===== config.mk =====
export PLATFORM = sky130hd
export DESIGN_NAME = agc_regs
export DESIGN_NICKNAME = d
export VERILOG_FILES = /design/src/logic/agc_pkg.sv /design/src/logic/agc_regs.sv
export SDC_FILE = /design/constraint.sdc
export NUM_CORES = 1
export LEC_CHECK = 0
export ABC_AREA = 0
export BUFFER_PORTS_ARGS = -buffer_cell sky130_fd_sc_hd__buf_2
export CAP_MARGIN = 20
export CORE_UTILIZATION = 25
export CTS_CLUSTER_SIZE = 10
export DETAILED_ROUTE_END_ITERATION = 7
export SYNTH_ARGS = -nofsm -noshare
export SYNTH_HDL_FRONTEND = slang
export SYNTH_SLANG_ARGS = --single-unit

===== constraint.sdc =====
create_clock -name sys_clk -period 4.95 [get_ports sys_clk]
set_input_delay 0.2475 -clock sys_clk [delete_from_list [all_inputs] [get_ports sys_clk]]
set_output_delay 0.2475 -clock sys_clk [all_outputs]
set_load 0.02 [all_outputs]

===== src/logic/agc_pkg.sv =====
// Package: register map, field codes and test words of the global config register bank
package agc_pkg;

  // ************************************************
  // Register byte addresses
  // ************************************************
  localparam logic [7:0] ADDR_DIVIDER  = 8'h72;
  localparam logic [7:0] ADDR_DRV_CODE = 8'h73;
  localparam logic [7:0] ADDR_TIMING   = 8'h74;
  localparam logic [7:0] ADDR_CHECK    = 8'h75;
  localparam logic [7:0] ADDR_TEST     = 8'hc0;
  localparam logic [7:0] ADDR_P1_LO    = 8'hc2;
  localparam logic [7:0] ADDR_P1_HI    = 8'hc3;
  localparam logic [7:0] ADDR_P2_LO    = 8'hc4;
  localparam logic [7:0] ADDR_P2_HI    = 8'hc5;

  // ************************************************
  // Reset values and field positions
  // ************************************************
  localparam logic [7:0] REG_RESET     = 8'h00;
  localparam int         DRV_LSB       = 4;
  localparam int         CODE_LSB      = 0;
  localparam int         DLL_BIT       = 3;
  localparam int         DDR_BIT       = 1;
  localparam int         PMODE_LSB     = 4;
  localparam int         TMODE_LSB     = 0;

  // ************************************************
  // Field codes
  // ************************************************
  localparam logic [2:0] SEL_PIN       = 3'h0;
  localparam logic [2:0] DIV_BY1       = 3'h1;
  localparam logic [2:0] DIV_BY2       = 3'h2;
  localparam logic [2:0] DIV_BY4       = 3'h4;
  localparam logic [2:0] DRV_DIFF_2MA  = 3'h1;
  localparam logic [2:0] DRV_DIFF_3MA  = 3'h2;
  localparam logic [2:0] DRV_CMOS      = 3'h4;
  localparam logic [2:0] CODE_TWOS     = 3'h1;
  localparam logic [2:0] CODE_GRAY     = 3'h2;
  localparam logic [2:0] CODE_OFFSET   = 3'h4;

  typedef enum logic [3:0] {
    TST_NORMAL  = 4'h0,
    TST_MID     = 4'h1,
    TST_POS_FS  = 4'h2,
    TST_NEG_FS  = 4'h3,
    TST_CHECKER = 4'h4,
    TST_TOGGLE  = 4'h7,
    TST_USER    = 4'h8
  } agc_test_t;

  localparam logic [1:0] PAT_SINGLE    = 2'h0;
  localparam logic [1:0] PAT_ALTERNATE = 2'h1;

  // ************************************************
  // Test words
  // ************************************************
  localparam logic [15:0] WORD_MID     = 16'h8000;
  localparam logic [15:0] WORD_POS_FS  = 16'hffff;
  localparam logic [15:0] WORD_NEG_FS  = 16'h0000;
  localparam logic [15:0] WORD_CHK_A   = 16'haaaa;
  localparam logic [15:0] WORD_CHK_B   = 16'h5555;
  localparam logic [15:0] WORD_ONES    = 16'hffff;
  localparam logic [15:0] WORD_ZEROS   = 16'h0000;

  // Effective settings handed to the converter core
  typedef struct packed {
    logic [2:0] divider;
    logic [2:0] driver;
    logic [2:0] coding;
    logic       dll_slow;
    logic       ddr_en;
  } agc_cfg_t;

endpackage : agc_pkg


===== src/logic/agc_regs.sv =====
// Global configuration and test pattern register bank with pin fallback
`timescale 1ns/100ps
`default_nettype none

// Notes on behaviour
// - Divider field: 000 pin control, 001 divide by one, 010 divide by two, 100 divide by four, others reserved.
// - Driver field: 000 pin control, 001 differential 2 mA, 010 differential 3 mA, 100 single-ended CMOS.
// - Coding field: 000 pin control, 001 two's complement, 010 Gray code, 100 offset binary.
// - Divider and both output option registers reset to 00h and keep their contents through a soft reset.
// - One timing bit picks the fast loop range when clear and the slow range when set.
// - The double-rate enable bit reads 0 after power-up on the large package and 1 on the small one.
// - A four-bit test field picks normal, midscale, plus full scale, minus full scale, checkerboard, word toggle or user data.
// - A two-bit field picks single or alternating use of the two user patterns.
// - Each 16-bit user pattern lives in a low byte and a high byte register, all reset to 00h.
// - On the small package the three select pins are absent and the registers still set every function except CMOS output and single-rate output.
// - On the small package pin control means divide by one, 3 mA differential double rate and two's complement.
// - The small package runs differential double-rate output only.
module agc_regs
  import agc_pkg::*;
#(
  parameter int DATA_W = 16
) (
  input  wire logic              sys_clk,             // 40 MHz clock
  input  wire logic              nrst,                // Asynchronous reset, active low
  input  wire logic              soft_rst,            // Soft reset pulse, config is kept
  input  wire logic              pkg_small,           // Strap: 1 on the reduced package
  input  wire logic [2:0]        divider_select_pin,  // Decoded divider pin code
  input  wire logic [2:0]        driver_select_pin,   // Decoded driver pin code
  input  wire logic [2:0]        coding_select_pin,   // Decoded coding pin code
  input  wire logic              reg_wr,              // Register write strobe
  input  wire logic              reg_rd,              // Register read strobe
  input  wire logic [7:0]        reg_addr,            // Register address
  input  wire logic [7:0]        reg_wdata,           // Write data
  output logic      [7:0]        reg_rdata,           // Read data, registered
  input  wire logic              sample_tick,         // One pulse per output word
  input  wire logic [DATA_W-1:0] adc_data,            // Normal converter data
  output logic      [DATA_W-1:0] out_word,            // Output word, registered
  output agc_cfg_t               cfg                  // Effective settings, registered
);

  // Test words and the pattern byte pairs are fixed at sixteen bits
  if (DATA_W != 16) begin : g_width_check
    $error("agc_regs: DATA_W must be 16");
  end

  // ************************************************
  // Storage
  // ************************************************
  logic [7:0]  divider_r;
  logic [7:0]  drv_code_r;
  logic [7:0]  timing_r;
  logic [7:0]  test_r;
  logic [15:0] pat1_r;
  logic [15:0] pat2_r;
  logic        strap_done_r;
  logic        small_r;
  logic        alt_sel_r;
  logic        phase_r;
  agc_cfg_t    cfg_nxt;
  logic [7:0]  rdata_nxt;
  logic [15:0] word_nxt;
  logic [2:0]  div_f;
  logic [2:0]  drv_f;
  logic [2:0]  code_f;
  logic [2:0]  div_eff;
  logic [2:0]  drv_eff;
  logic [2:0]  code_eff;
  logic        alt_mode;

  assign div_f  = divider_r[2:0];
  assign drv_f  = drv_code_r[DRV_LSB +: 3];
  assign code_f = drv_code_r[CODE_LSB +: 3];
  assign alt_mode = (test_r[PMODE_LSB +: 2] == PAT_ALTERNATE);

  // Only nrst clears the config; soft_rst is deliberately not a term here
  always_ff @(posedge sys_clk or negedge nrst) begin
    if (!nrst) begin
      divider_r  <= REG_RESET;
      drv_code_r <= REG_RESET;
    end else if (reg_wr) begin
      if (reg_addr == ADDR_DIVIDER) begin
        divider_r <= reg_wdata;
      end
      if (reg_addr == ADDR_DRV_CODE) begin
        drv_code_r <= reg_wdata;
      end
    end
  end

  // ************************************************
  // Package strap capture
  // ************************************************
  // The strap is caught on the first edge after release, never under reset
  always_ff @(posedge sys_clk or negedge nrst) begin
    if (!nrst) begin
      strap_done_r <= 1'b0;
      small_r      <= 1'b0;
    end else if (!strap_done_r) begin
      strap_done_r <= 1'b1;
      small_r      <= pkg_small;
    end
  end

  always_ff @(posedge sys_clk or negedge nrst) begin
    if (!nrst) begin
      timing_r <= REG_RESET;
    end else if (reg_wr && reg_addr == ADDR_TIMING) begin
      timing_r <= reg_wdata;
    end else if (!strap_done_r) begin
      timing_r[DDR_BIT] <= pkg_small;
    end
  end

  always_ff @(posedge sys_clk or negedge nrst) begin
    if (!nrst) begin
      test_r <= REG_RESET;
      pat1_r <= {2{REG_RESET}};
      pat2_r <= {2{REG_RESET}};
    end else if (reg_wr) begin
      case (reg_addr)
        ADDR_TEST:  test_r       <= reg_wdata;
        ADDR_P1_LO: pat1_r[7:0]  <= reg_wdata;
        ADDR_P1_HI: pat1_r[15:8] <= reg_wdata;
        ADDR_P2_LO: pat2_r[7:0]  <= reg_wdata;
        ADDR_P2_HI: pat2_r[15:8] <= reg_wdata;
        default: ;
      endcase
    end
  end

  // ************************************************
  // Effective configuration
  // ************************************************
  // A nonzero field always beats the pins, so the small package loses no divider setting
  always_comb begin
    if (div_f != SEL_PIN) begin
      div_eff = div_f;
    end else if (small_r) begin
      div_eff = DIV_BY1;
    end else begin
      div_eff = divider_select_pin;
    end
  end

  // The small package has no single-ended drivers, so CMOS falls back to 3 mA
  always_comb begin
    if (drv_f == SEL_PIN) begin
      drv_eff = small_r ? DRV_DIFF_3MA : driver_select_pin;
    end else if (small_r && drv_f == DRV_CMOS) begin
      drv_eff = DRV_DIFF_3MA;
    end else begin
      drv_eff = drv_f;
    end
  end

  always_comb begin
    if (code_f != SEL_PIN) begin
      code_eff = code_f;
    end else if (small_r) begin
      code_eff = CODE_TWOS;
    end else begin
      code_eff = coding_select_pin;
    end
  end

  // Reserved nonzero codes pass through untouched; the host is trusted to avoid them
  always_comb begin
    cfg_nxt.divider  = div_eff;
    cfg_nxt.driver   = drv_eff;
    cfg_nxt.coding   = code_eff;
    cfg_nxt.dll_slow = timing_r[DLL_BIT];
    // The stored bit still reads back as written; only the effective setting is forced
    cfg_nxt.ddr_en   = timing_r[DDR_BIT] | small_r;
  end

  always_ff @(posedge sys_clk or negedge nrst) begin
    if (!nrst) begin
      cfg <= '0;
    end else begin
      cfg <= cfg_nxt;
    end
  end

  // ************************************************
  // Register read port
  // ************************************************
  always_comb begin
    case (reg_addr)
      ADDR_DIVIDER:  rdata_nxt = divider_r;
      ADDR_DRV_CODE: rdata_nxt = drv_code_r;
      ADDR_TIMING:   rdata_nxt = timing_r;
      // Parity over the three config bytes lets the host check its writes
      ADDR_CHECK:    rdata_nxt = {7'h00, ^{divider_r, drv_code_r, timing_r}};
      ADDR_TEST:     rdata_nxt = test_r;
      ADDR_P1_LO:    rdata_nxt = pat1_r[7:0];
      ADDR_P1_HI:    rdata_nxt = pat1_r[15:8];
      ADDR_P2_LO:    rdata_nxt = pat2_r[7:0];
      ADDR_P2_HI:    rdata_nxt = pat2_r[15:8];
      default:       rdata_nxt = 8'h00;
    endcase
  end

  always_ff @(posedge sys_clk or negedge nrst) begin
    if (!nrst) begin
      reg_rdata <= 8'h00;
    end else if (reg_rd) begin
      reg_rdata <= rdata_nxt;
    end
  end

  // ************************************************
  // Test pattern generator
  // ************************************************
  always_ff @(posedge sys_clk or negedge nrst) begin
    if (!nrst) begin
      phase_r   <= 1'b0;
      alt_sel_r <= 1'b0;
    end else if (soft_rst) begin
      phase_r   <= 1'b0;
      alt_sel_r <= 1'b0;
    end else if (sample_tick) begin
      phase_r <= ~phase_r;
      if (alt_mode) begin
        alt_sel_r <= ~alt_sel_r;
      end else begin
        alt_sel_r <= 1'b0;
      end
    end
  end

  always_comb begin
    case (test_r[TMODE_LSB +: 4])
      TST_NORMAL:  word_nxt = adc_data;
      TST_MID:     word_nxt = WORD_MID;
      TST_POS_FS:  word_nxt = WORD_POS_FS;
      TST_NEG_FS:  word_nxt = WORD_NEG_FS;
      TST_CHECKER: word_nxt = phase_r ? WORD_CHK_B : WORD_CHK_A;
      TST_TOGGLE:  word_nxt = phase_r ? WORD_ZEROS : WORD_ONES;
      // Leaving alternate mode must not strand the output on the second pattern
      TST_USER:    word_nxt = (alt_mode && alt_sel_r) ? pat2_r : pat1_r;
      default:     word_nxt = adc_data;
    endcase
  end

  always_ff @(posedge sys_clk or negedge nrst) begin
    if (!nrst) begin
      out_word <= '0;
    end else if (sample_tick) begin
      out_word <= word_nxt;
    end
  end

endmodule : agc_regs

`default_nettype wire


Word level (Yosys, flattened, before mapping)
Cells that the tools add are included.
{ "word_totals": {"reg_bits": 103, "latchBits": 0, "ramBits": 0, "mem_bits_ro": 0, "input_bits": 48, "wordCells": 75, "memories": 0} }
{ "op_classes": {"add_sub_neg": 0, "mul": 0, "div_mod_pow": 0, "magnitude_cmp": 0, "n_eq_ne": 18, "shifts": 0, "n_mux": 19, "bitwise": 3, "n_reduce_logical": 15} }
{ "op_table": {"columns": ["op", "count"], "rows": [
  ["$pmux W16 S6", 1],
  ["$pmux W8 S9", 1],
  ["$mux W16", 3],
  ["$eq A8 B8 Y1 const B", 5],
  ["$eq A8 B7 Y1 const B", 4],
  ["$reduce_xor A24 Y1", 1],
  ["$mux W3", 7],
  ["$reduce_and A2 Y1", 7],
  ["$eq A4 B2 Y1 const B", 2],
  ["$eq A4 B3 Y1 const B", 2],
  ["$mux W1", 7],
  ["$reduce_bool A3 Y1", 2],
  ["$eq A4 B1 Y1 const B", 1],
  ["$eq A4 B4 Y1 const B", 1],
  ["$eq A3 B3 Y1 const B", 1],
  ["$logic_and A1 B1 Y1", 3],
  ["$logic_not A3 Y1", 1],
  ["$eq A2 B1 Y1 const B", 1],
  ["$ne A2 B1 Y1 const B", 1],
  ["$not A1 Y1", 2],
  ["$reduce_bool A2 Y1", 1],
  ["$or A1 B1 Y1", 1]
]} }

Longest topological paths before layout
Gate-level depths: netlist of run 1.
{ "depth": {"word_depth": 4, "depth_mapped": 7} }

Worst setup path before layout of run 1
OpenSTA, ideal clock, no wires.
{ "synth_path": {"path_type": "input -> register", "startpoint": "input reg_addr[4]", "endpoint": "register test_r[0]", "setup_ns": 0.125, "arrival_ns": 1.827, "required_time_ns": 4.825, "path_slack_ns": 2.998, "path_stages": 6, "path_cell_list": "nand4bb_1 buf_2 or4_1 buf_2 nor3b_4 mux2_2"} }
{ "synth_via": {"elab_chain_cells": 2} }
{ "synth_rtl": {"columns": ["item", "line_no", "source"], "rows": [
  ["from (decl)", "agc_regs.sv:32", "input wire logic [7:0] reg_addr,"],
  ["$eq A8 B8 Y1", "agc_regs.sv:120", "case (reg_addr)"],
  ["$reduce_and A2 Y1 (no line)", null, null],
  ["to (signal assigned)", "agc_regs.sv:121", "ADDR_TEST: test_r <= reg_wdata;"],
  ["to (decl)", "agc_regs.sv:52", "logic [7:0] test_r;"]
]} }
No other way between the ends.
A chain may end at the register's enable or synchronous reset.

Worst setup path after layout of run 1
{ "layout_path": {"startpoint": "register test_r[0]", "endpoint": "register out_word[15]"} }
{ "layout_via": {"elab_chain_cells": 2, "elab_cells_between_ends": 7, "cone_classes": "6 x eq/ne; 1 x mux"} }
{ "layout_rtl": {"columns": ["item", "line_no", "source"], "rows": [
  ["$eq A4 B4 Y1 (tied with other cells)", "agc_regs.sv:232", "case (test_r[TMODE_LSB +: 4])"],
  ["$pmux W16 S6 (*)", "agc_regs.sv:232", null],
  ["to (signal assigned)", "agc_regs.sv:249", "out_word <= word_nxt;"],
  ["to (decl)", "agc_regs.sv:37", "output logic [DATA_W-1:0] out_word,"]
]} }
Every way passes the cells marked *; elsewhere a longest branch is shown, timed or not.

==> results.py, run 1 <==
metrics = {
    "logic_synthesis": {
        "synth_nets": 507,
        "synth_seq_cells": 103,
        "synth.top_cell.area_share_pct": 50.2,
        "yosysUniqueCellTypes": 54,
        "yosysSeqAreaShare_pct": 50.2,
        "synth_top_flop_cell": "dfrtp_1",
        "syn_inst": 456,
        "synth_top_cell_by_area": "dfrtp_1",
        "async_reset_ff_share_pct": 100,
        "synthesis.area_um2": 5140,
        "synth_edf_count": 0,
        "post_synth_main_area_contributors": "dfrtp_1, mux2_2, mux2i_1",
        "synth_warnings": 0,
        "avgSynthCellArea_um2": 11.3,
    },
    "clocking": {
        "clockBufferDepth": 2,
        "clk-insertion-delay-late_ns": 0.36,
        "cts_tree": "done",
        "htree_levels": 3,
        "root_buffer": "clkbuf_16",
        "cts_buffers": 9,
        "path_clk_slew_ns": 0.08,
        "cts_sinks": 103,
    },
    "route": {
        "totalWireLength_um": 13000,
        "drtAntennaViolNets": 0,
        "wl_met1_um": 5730,
        "drt_iter0_drc": 220,
        "routed_via_density": 4.72,
        "top_layer": "met5",
        "first_pass_iters": 4,
        "met2_length_um": 6440,
        "wire_per_inst_um": 16.1,
        "drc_errors": 0,
        "wl_met3_um": 609,
        "vias": 3795,
    },
    "setup_path": {
        "r2r_end": "out_word[15]",
        "worstPathMaxFanout": 19,
        "rrSetupSlack_ns": 2.41,
        "endpoint": "out_word[15]",
        "timing.rr.start": "test_r[0]",
        "crit_path_start_kind": "flip-flop",
        "r2r_cells": 4,
        "arrival_ns": 2.81,
        "required_ns": 5.23,
        "path_class": "reg -> reg",
        "worstSetupEndpointType": "flip-flop",
        "startpoint": "test_r[0]",
    },
    "global_route": {
        "grt_max_degree": 53,
        "overflow": 0,
        "grt_pass1_vias": 3761,
        "antenna_found_initial": 2,
        "track_usage_pct": 12.8,
        "grt_pass1_wl_um": 21000,
    },
    "finish": {
        "finalInstanceArea_um2": 6110,
        "finalNetCount": 580,
        "areaGrowthSynthToFinish_pct": 18.8,
        "diodes": 0,
        "layout-drive-gt1-share_pct": 33.9,
    },
    "floorplan": {
        "ios": 83,
        "die_y_um": 145,
        "die_w_um": 145,
        "rows": 52,
        "dieArea_um2": 21100,
        "start_util_pct": 25.5,
        "core_um2": 20200,
    },
    "sta": {
        "drv_slew": 0,
        "fin_skew_ns": 0.0131,
        "setup_tns_ns": 0,
        "max-slew-margin-rel_pct": 27.5,
        "finalHoldViolations": 0,
        "max_slew.worst_pin.slew_ns": 1.08,
        "fin_crit_sh_pct": 51.2,
        "period_needed_ns": 2.54,
        "rsz0062_at_grt": "false",
        "setup_violations": 0,
        "timing.fmax_mhz": 394,
    },
    "place": {
        "gp_congestion": 0.778,
        "port_buffers": 82,
        "placed_area_um2": 5810,
        "hpwl_um": 9640,
    },
    "hold_path": {
        "hold_class": "in -> reg",
    },
    "pwr": {
        "ir_drop_mv": 0.148,
        "power.density_nw_per_um2": 317,
        "p_leak_nw": 2.75,
    },
    "outcome": {
        "outcome": "completed",
    },
    "flow_run": {
        "cap_violations": 0,
    },
}
logic make-up after synthesis:
family,after synthesis,synth area share [%]
compound gates,109,14.3
xor+xnor,20,3.68
fa+ha+maj,3,0.731
buf+inv,54,4.07
flops,103,50.2
mux,85,18.2
other cells,1,0.0730
simple gates,81,8.79
how the worst min path moves through the flow:
stage	to	slack, ns	depth (start not counted)	from
after floorplan	alt_sel_r	-0.05	0	nrst
after global placement	cfg[5]	0.33	1	nrst
after detailed placement	cfg[6]	0.33	1	nrst
after CTS	alt_sel_r	0.04	2	soft_rst
after global routing	alt_sel_r	0.05	2	soft_rst
final	phase_r	0.05	2	soft_rst
placed cells by master, fill, tap and decap left out, types with 2 or more instances in the layout:
cell type  count
or2_2          2
dfrtp_1      103
clkbuf_16      9
inv_6          3
a221oi_1       8
buf_4          2
clkinv_4       2
a211oi_1       4
nor3_2         2
a22o_1         5
mux2_2        69
a21oi_1       25
o21a_1         2
ha_1           3
a22oi_1        4
nor3_1         2
nand2b_1       6
inv_1         31
nand3b_1       2
xnor2_1       17
o221ai_1      16
xor2_1         2
buf_2         81
nor2_1         6
mux2i_1       16
a31oi_1        2
nand2_1       42
nand4_1        3
o22ai_1       13
nor4b_1        2
o21ai_0       19
o2bb2ai_1      2
a31o_2         3
what timing repair did:
| action | in CTS | in global routing |
|---|---|---|
| setup buffers | 0 | 0 |
| setup endpoints to repair | 0 | 0 |
| resized for setup | 0 | 0 |
| hold endpoints to repair | 51 | 0 |
| hold buffers | 1 | 0 |
metal layers:
layer  up-vias  GRT usage (%)
met4         4           4.26
met2        66           21.5
li1       1811              -
met1      1897           16.2
met5         -              0
met3        17           2.85
power breakdown:
group / switching [mW] / leakage [nW] / internal [mW]
clock network: 0.346 / 0.139 / 0.352
logic: 0.167 / 1.24 / 0.127
registers: 0.0434 / 1.37 / 0.897
registers in the layout, summed over array words and instances (netlist names):
register,count
timing_r,8
phase_r,1
test_r,8
strap_done_r,1
reg_rdata,8
cfg,11
pat2_r,16
small_r,1
divider_r,8
pat1_r,16
out_word,16
alt_sel_r,1
drv_code_r,8
cells in the mapped netlist (5+ instances only):
cell type	instances
dfrtp_1	103
mux2_2	69
nand2_1	42
inv_1	31
a21oi_1	25
o21ai_0	19
xnor2_1	17
mux2i_1	16
o221ai_1	16
clkbuf_1	15
o22ai_1	13
a221oi_1	8
nand2b_1	6
nor2_1	6
a22o_1	5
buf_2	5
worst max-delay path, stage by stage (launching register included):
cell      delay, ns
dfrtp_1        0.47
or4b_1         0.89
o21ai_1        0.72
o221ai_1       0.20
o21ai_0        0.19
metrics by stage:
stage / total power [mW] / utilization (%) / std cells / hold slack (ns) / setup WS (ns)
CTS: 1.95 / 30.3 / 804 / 0.0433 / 2.43
detailed placement: 1.25 / 28.8 / 787 / 0.326 / 2.37
global placement: 1.25 / 28.8 / 787 / 0.331 / 2.41
floorplan: 1.14 / - / 456 / -0.0481 / 3.00
global route: 2.02 / 30.3 / 804 / 0.0469 / 2.24
finish: 1.93 / 30.3 / 804 / 0.0494 / 2.41
layout make-up:
type | count | area (um^2)
Tap cell | 270 | 338
Multi-Input combinational cell | 299 | 2350
Fill cell | 2089 | 14100
Clock inverter | 7 | 62.6
Timing Repair Buffer | 84 | 430
Clock buffer | 9 | 225
Sequential cell | 103 | 2580
Inverter | 32 | 120
Power figures use the tool's default switching activity.
==> run 2: changes to the inputs <==
==> constraint.sdc (replaced) <==
create_clock -name sys_clk -period 2.3 [get_ports sys_clk]
set_input_delay 0.115 -clock sys_clk [delete_from_list [all_inputs] [get_ports sys_clk]]
set_output_delay 0.115 -clock sys_clk [all_outputs]
set_load 0.02 [all_outputs]
==> run 2 against run 1 <==
  * Sequential power is 110% higher
  * Total power is 130% higher
  * Core utilization is 0.94 points higher
  * Flip-flop and latch count stayed put
  * Cell area is 3.1% higher
  * Largest power group unchanged
==> results.py, run 2 (same netlist as run 1, synthesis figures left out) <==
metrics = {
    "setup_path": {
        "arrival_ns": 2.27,
        "worstSetupEndpointType": "flip-flop",
        "r2r_cells": 7,
        "slowest_delay_ns": 0.46,
        "timing.rr.start": "drv_code_r[4]",
        "worstPathMaxFanout": 3,
        "crit_path_start_kind": "flip-flop",
        "cp_cell_sequence": "inv_1 > ha_1 > xor2_1 > xnor2_1 > xnor2_1 > xnor3_1 > o211ai_1",
        "r2r_end": "reg_rdata[0]",
        "required_ns": 2.57,
        "path_class": "reg -> reg",
        "rrSetupSlack_ns": 0.30,
        "crit_slowest_cell": "xnor3_1",
        "crit_top_cell": "xnor2_1",
    },
    "finish": {
        "regArea_um2": 2580,
        "finalNonFillerCells": 822,
        "reg_top3": "out_word (16), pat1_r (16), pat2_r (16)",
        "multiInputGateArea_um2": 2350,
        "fin_util_pct": 31.2,
        "finalNetCount": 598,
        "areaGrowthSynthToFinish_pct": 22.5,
        "layout-drive-gt1-share_pct": 35.9,
        "finalInstanceArea_um2": 6300,
        "fill_cells": 2124,
        "diodes": 0,
        "layout_commonest_cell": "dfrtp_1",
        "layout_common_cells": "dfrtp_1, buf_2, mux2_2, nand2_1, inv_1",
    },
    "floorplan": {
        "dieArea_um2": 21100,
        "core_um2": 20200,
        "ios": 83,
        "die_w_um": 145,
        "rows": 52,
        "start_util_pct": 25.5,
        "die_y_um": 145,
    },
    "sta": {
        "final.hold.worst_slack_ns": 0.0130,
        "fin_skew_ns": 0.0123,
        "max-slew-margin-rel_pct": 37.3,
        "rsz0062_at_grt": "false",
        "setup_tns_ns": 0,
        "timing.fmax_mhz": 500,
        "setup_violations": 0,
        "fin_crit_sh_pct": 87.0,
        "period_needed_ns": 2.00,
        "max_slew.worst_pin.slew_ns": 0.933,
        "drv_slew": 0,
        "finalHoldViolations": 0,
    },
    "global_route": {
        "track_usage_pct": 13.4,
        "antenna_found_initial": 2,
        "grt_max_degree": 35,
        "grt_pass1_vias": 4004,
        "grt_pass1_wl_um": 22000,
        "overflow": 0,
    },
    "outcome": {
        "outcome": "completed",
    },
    "pwr": {
        "p_clk_share_pct": 38.7,
        "pwr-share-comb_pct": 15.1,
        "power.density_nw_per_um2": 694,
        "p_sw_mw": 1.18,
        "p_int_mw": 3.19,
        "swShare_pct": 27.1,
        "seq_power_share_pct": 46.2,
        "ir_drop_mv": 0.312,
        "p_leak_nw": 2.85,
    },
    "clocking": {
        "clk-insertion-delay-late_ns": 0.35,
        "clockBufferDepth": 2,
        "cts_sinks": 103,
        "cts_buffers": 9,
        "cts_setup_buffers": 0,
        "root_buffer": "clkbuf_16",
        "path_clk_slew_ns": 0.07,
        "ctsHoldBuffers": 2,
        "cts_tree": "done",
        "cts_resized": 0,
        "htree_levels": 3,
    },
    "route": {
        "wire_per_inst_um": 16.4,
        "routed_via_density": 4.70,
        "totalWireLength_um": 13500,
        "drc_errors": 0,
        "first_pass_iters": 4,
        "drt_iter0_drc": 175,
        "drtAntennaViolNets": 0,
        "vias": 3861,
    },
    "place": {
        "gp_congestion": 0.812,
        "placed_area_um2": 5950,
        "hpwl_um": 10100,
        "port_buffers": 82,
        "place_inst": 804,
    },
    "hold_path": {
        "hold_class": "in -> reg",
        "min_to": "cfg[9]",
        "hp-start": "divider_select_pin[1]",
        "hold_path_depth": 3,
    },
    "flow_run": {
        "cap_violations": 0,
    },
}
run 2: cell count changes in the layout (fill, tap and decap cells not counted):
cell	previous run	this run
inv_6	3	1
clkinv_4	2	0
buf_12	0	1
buf_4	2	18
bufinv_16	0	2
dlygate4sd3_1	1	2
clkinvlp_4	1	3
run 2: layout make-up:
type / count / area share, %
flip-flops and latches: 103 / 40.9
multi-input cells: 299 / 37.4
repair buffers: 102 / 9.22
well taps: 270 / 5.37
clock buffers: 9 / 3.58
inverters: 32 / 1.91
clock inverters: 7 / 1.63
run 2: critical path: cells and delay by family, from the launching register on:
kind	cells	cell delay, ns
compound gates	1	0.18
xor+xnor	4	0.97
fa+ha+maj	1	0.31
buf+inv	1	0.07
flops	1	0.39
run 2: worst max path at each step:
stage,from,to,slack (ns),cells after the start
final,drv_code_r[4],reg_rdata[0],0.30,7
after global placement,reg_addr[4],test_r[0],0.24,5
after global routing,drv_code_r[4],reg_rdata[0],0.16,7
after floorplan,test_r[1],out_word[14],0.37,7
after CTS,drv_code_r[4],reg_rdata[0],0.28,7
after detailed placement,reg_addr[4],test_r[4],0.24,5
run 2: power groups by stage:
stage	sequential, mW	clock [mW]	combinational [mW]
after floorplan	2.11	0	0.332
after CTS	2.02	1.72	0.670
after global routing	2.04	1.79	0.728
after global placement	2.06	0	0.655
final	2.02	1.69	0.661
after detailed placement	2.06	0	0.660
run 2: per-stage QoR:
stage	total power, mW	setup slack [ns]
after floorplan	2.45	0.371
after global placement	2.71	0.242
after detailed placement	2.72	0.237
after CTS	4.41	0.283
after global routing	4.56	0.162
final	4.37	0.300
run 2: per-layer routing:
metal | share of wire, % | GRT usage, % | wire length (um)
met1 | 45 | 17.3 | 6050
met2 | 49 | 22.1 | 6610
met3 | 4.1 | 2.85 | 552
met4 | 1.8 | 4.53 | 241
met5 | 0.074 | 0 | 10
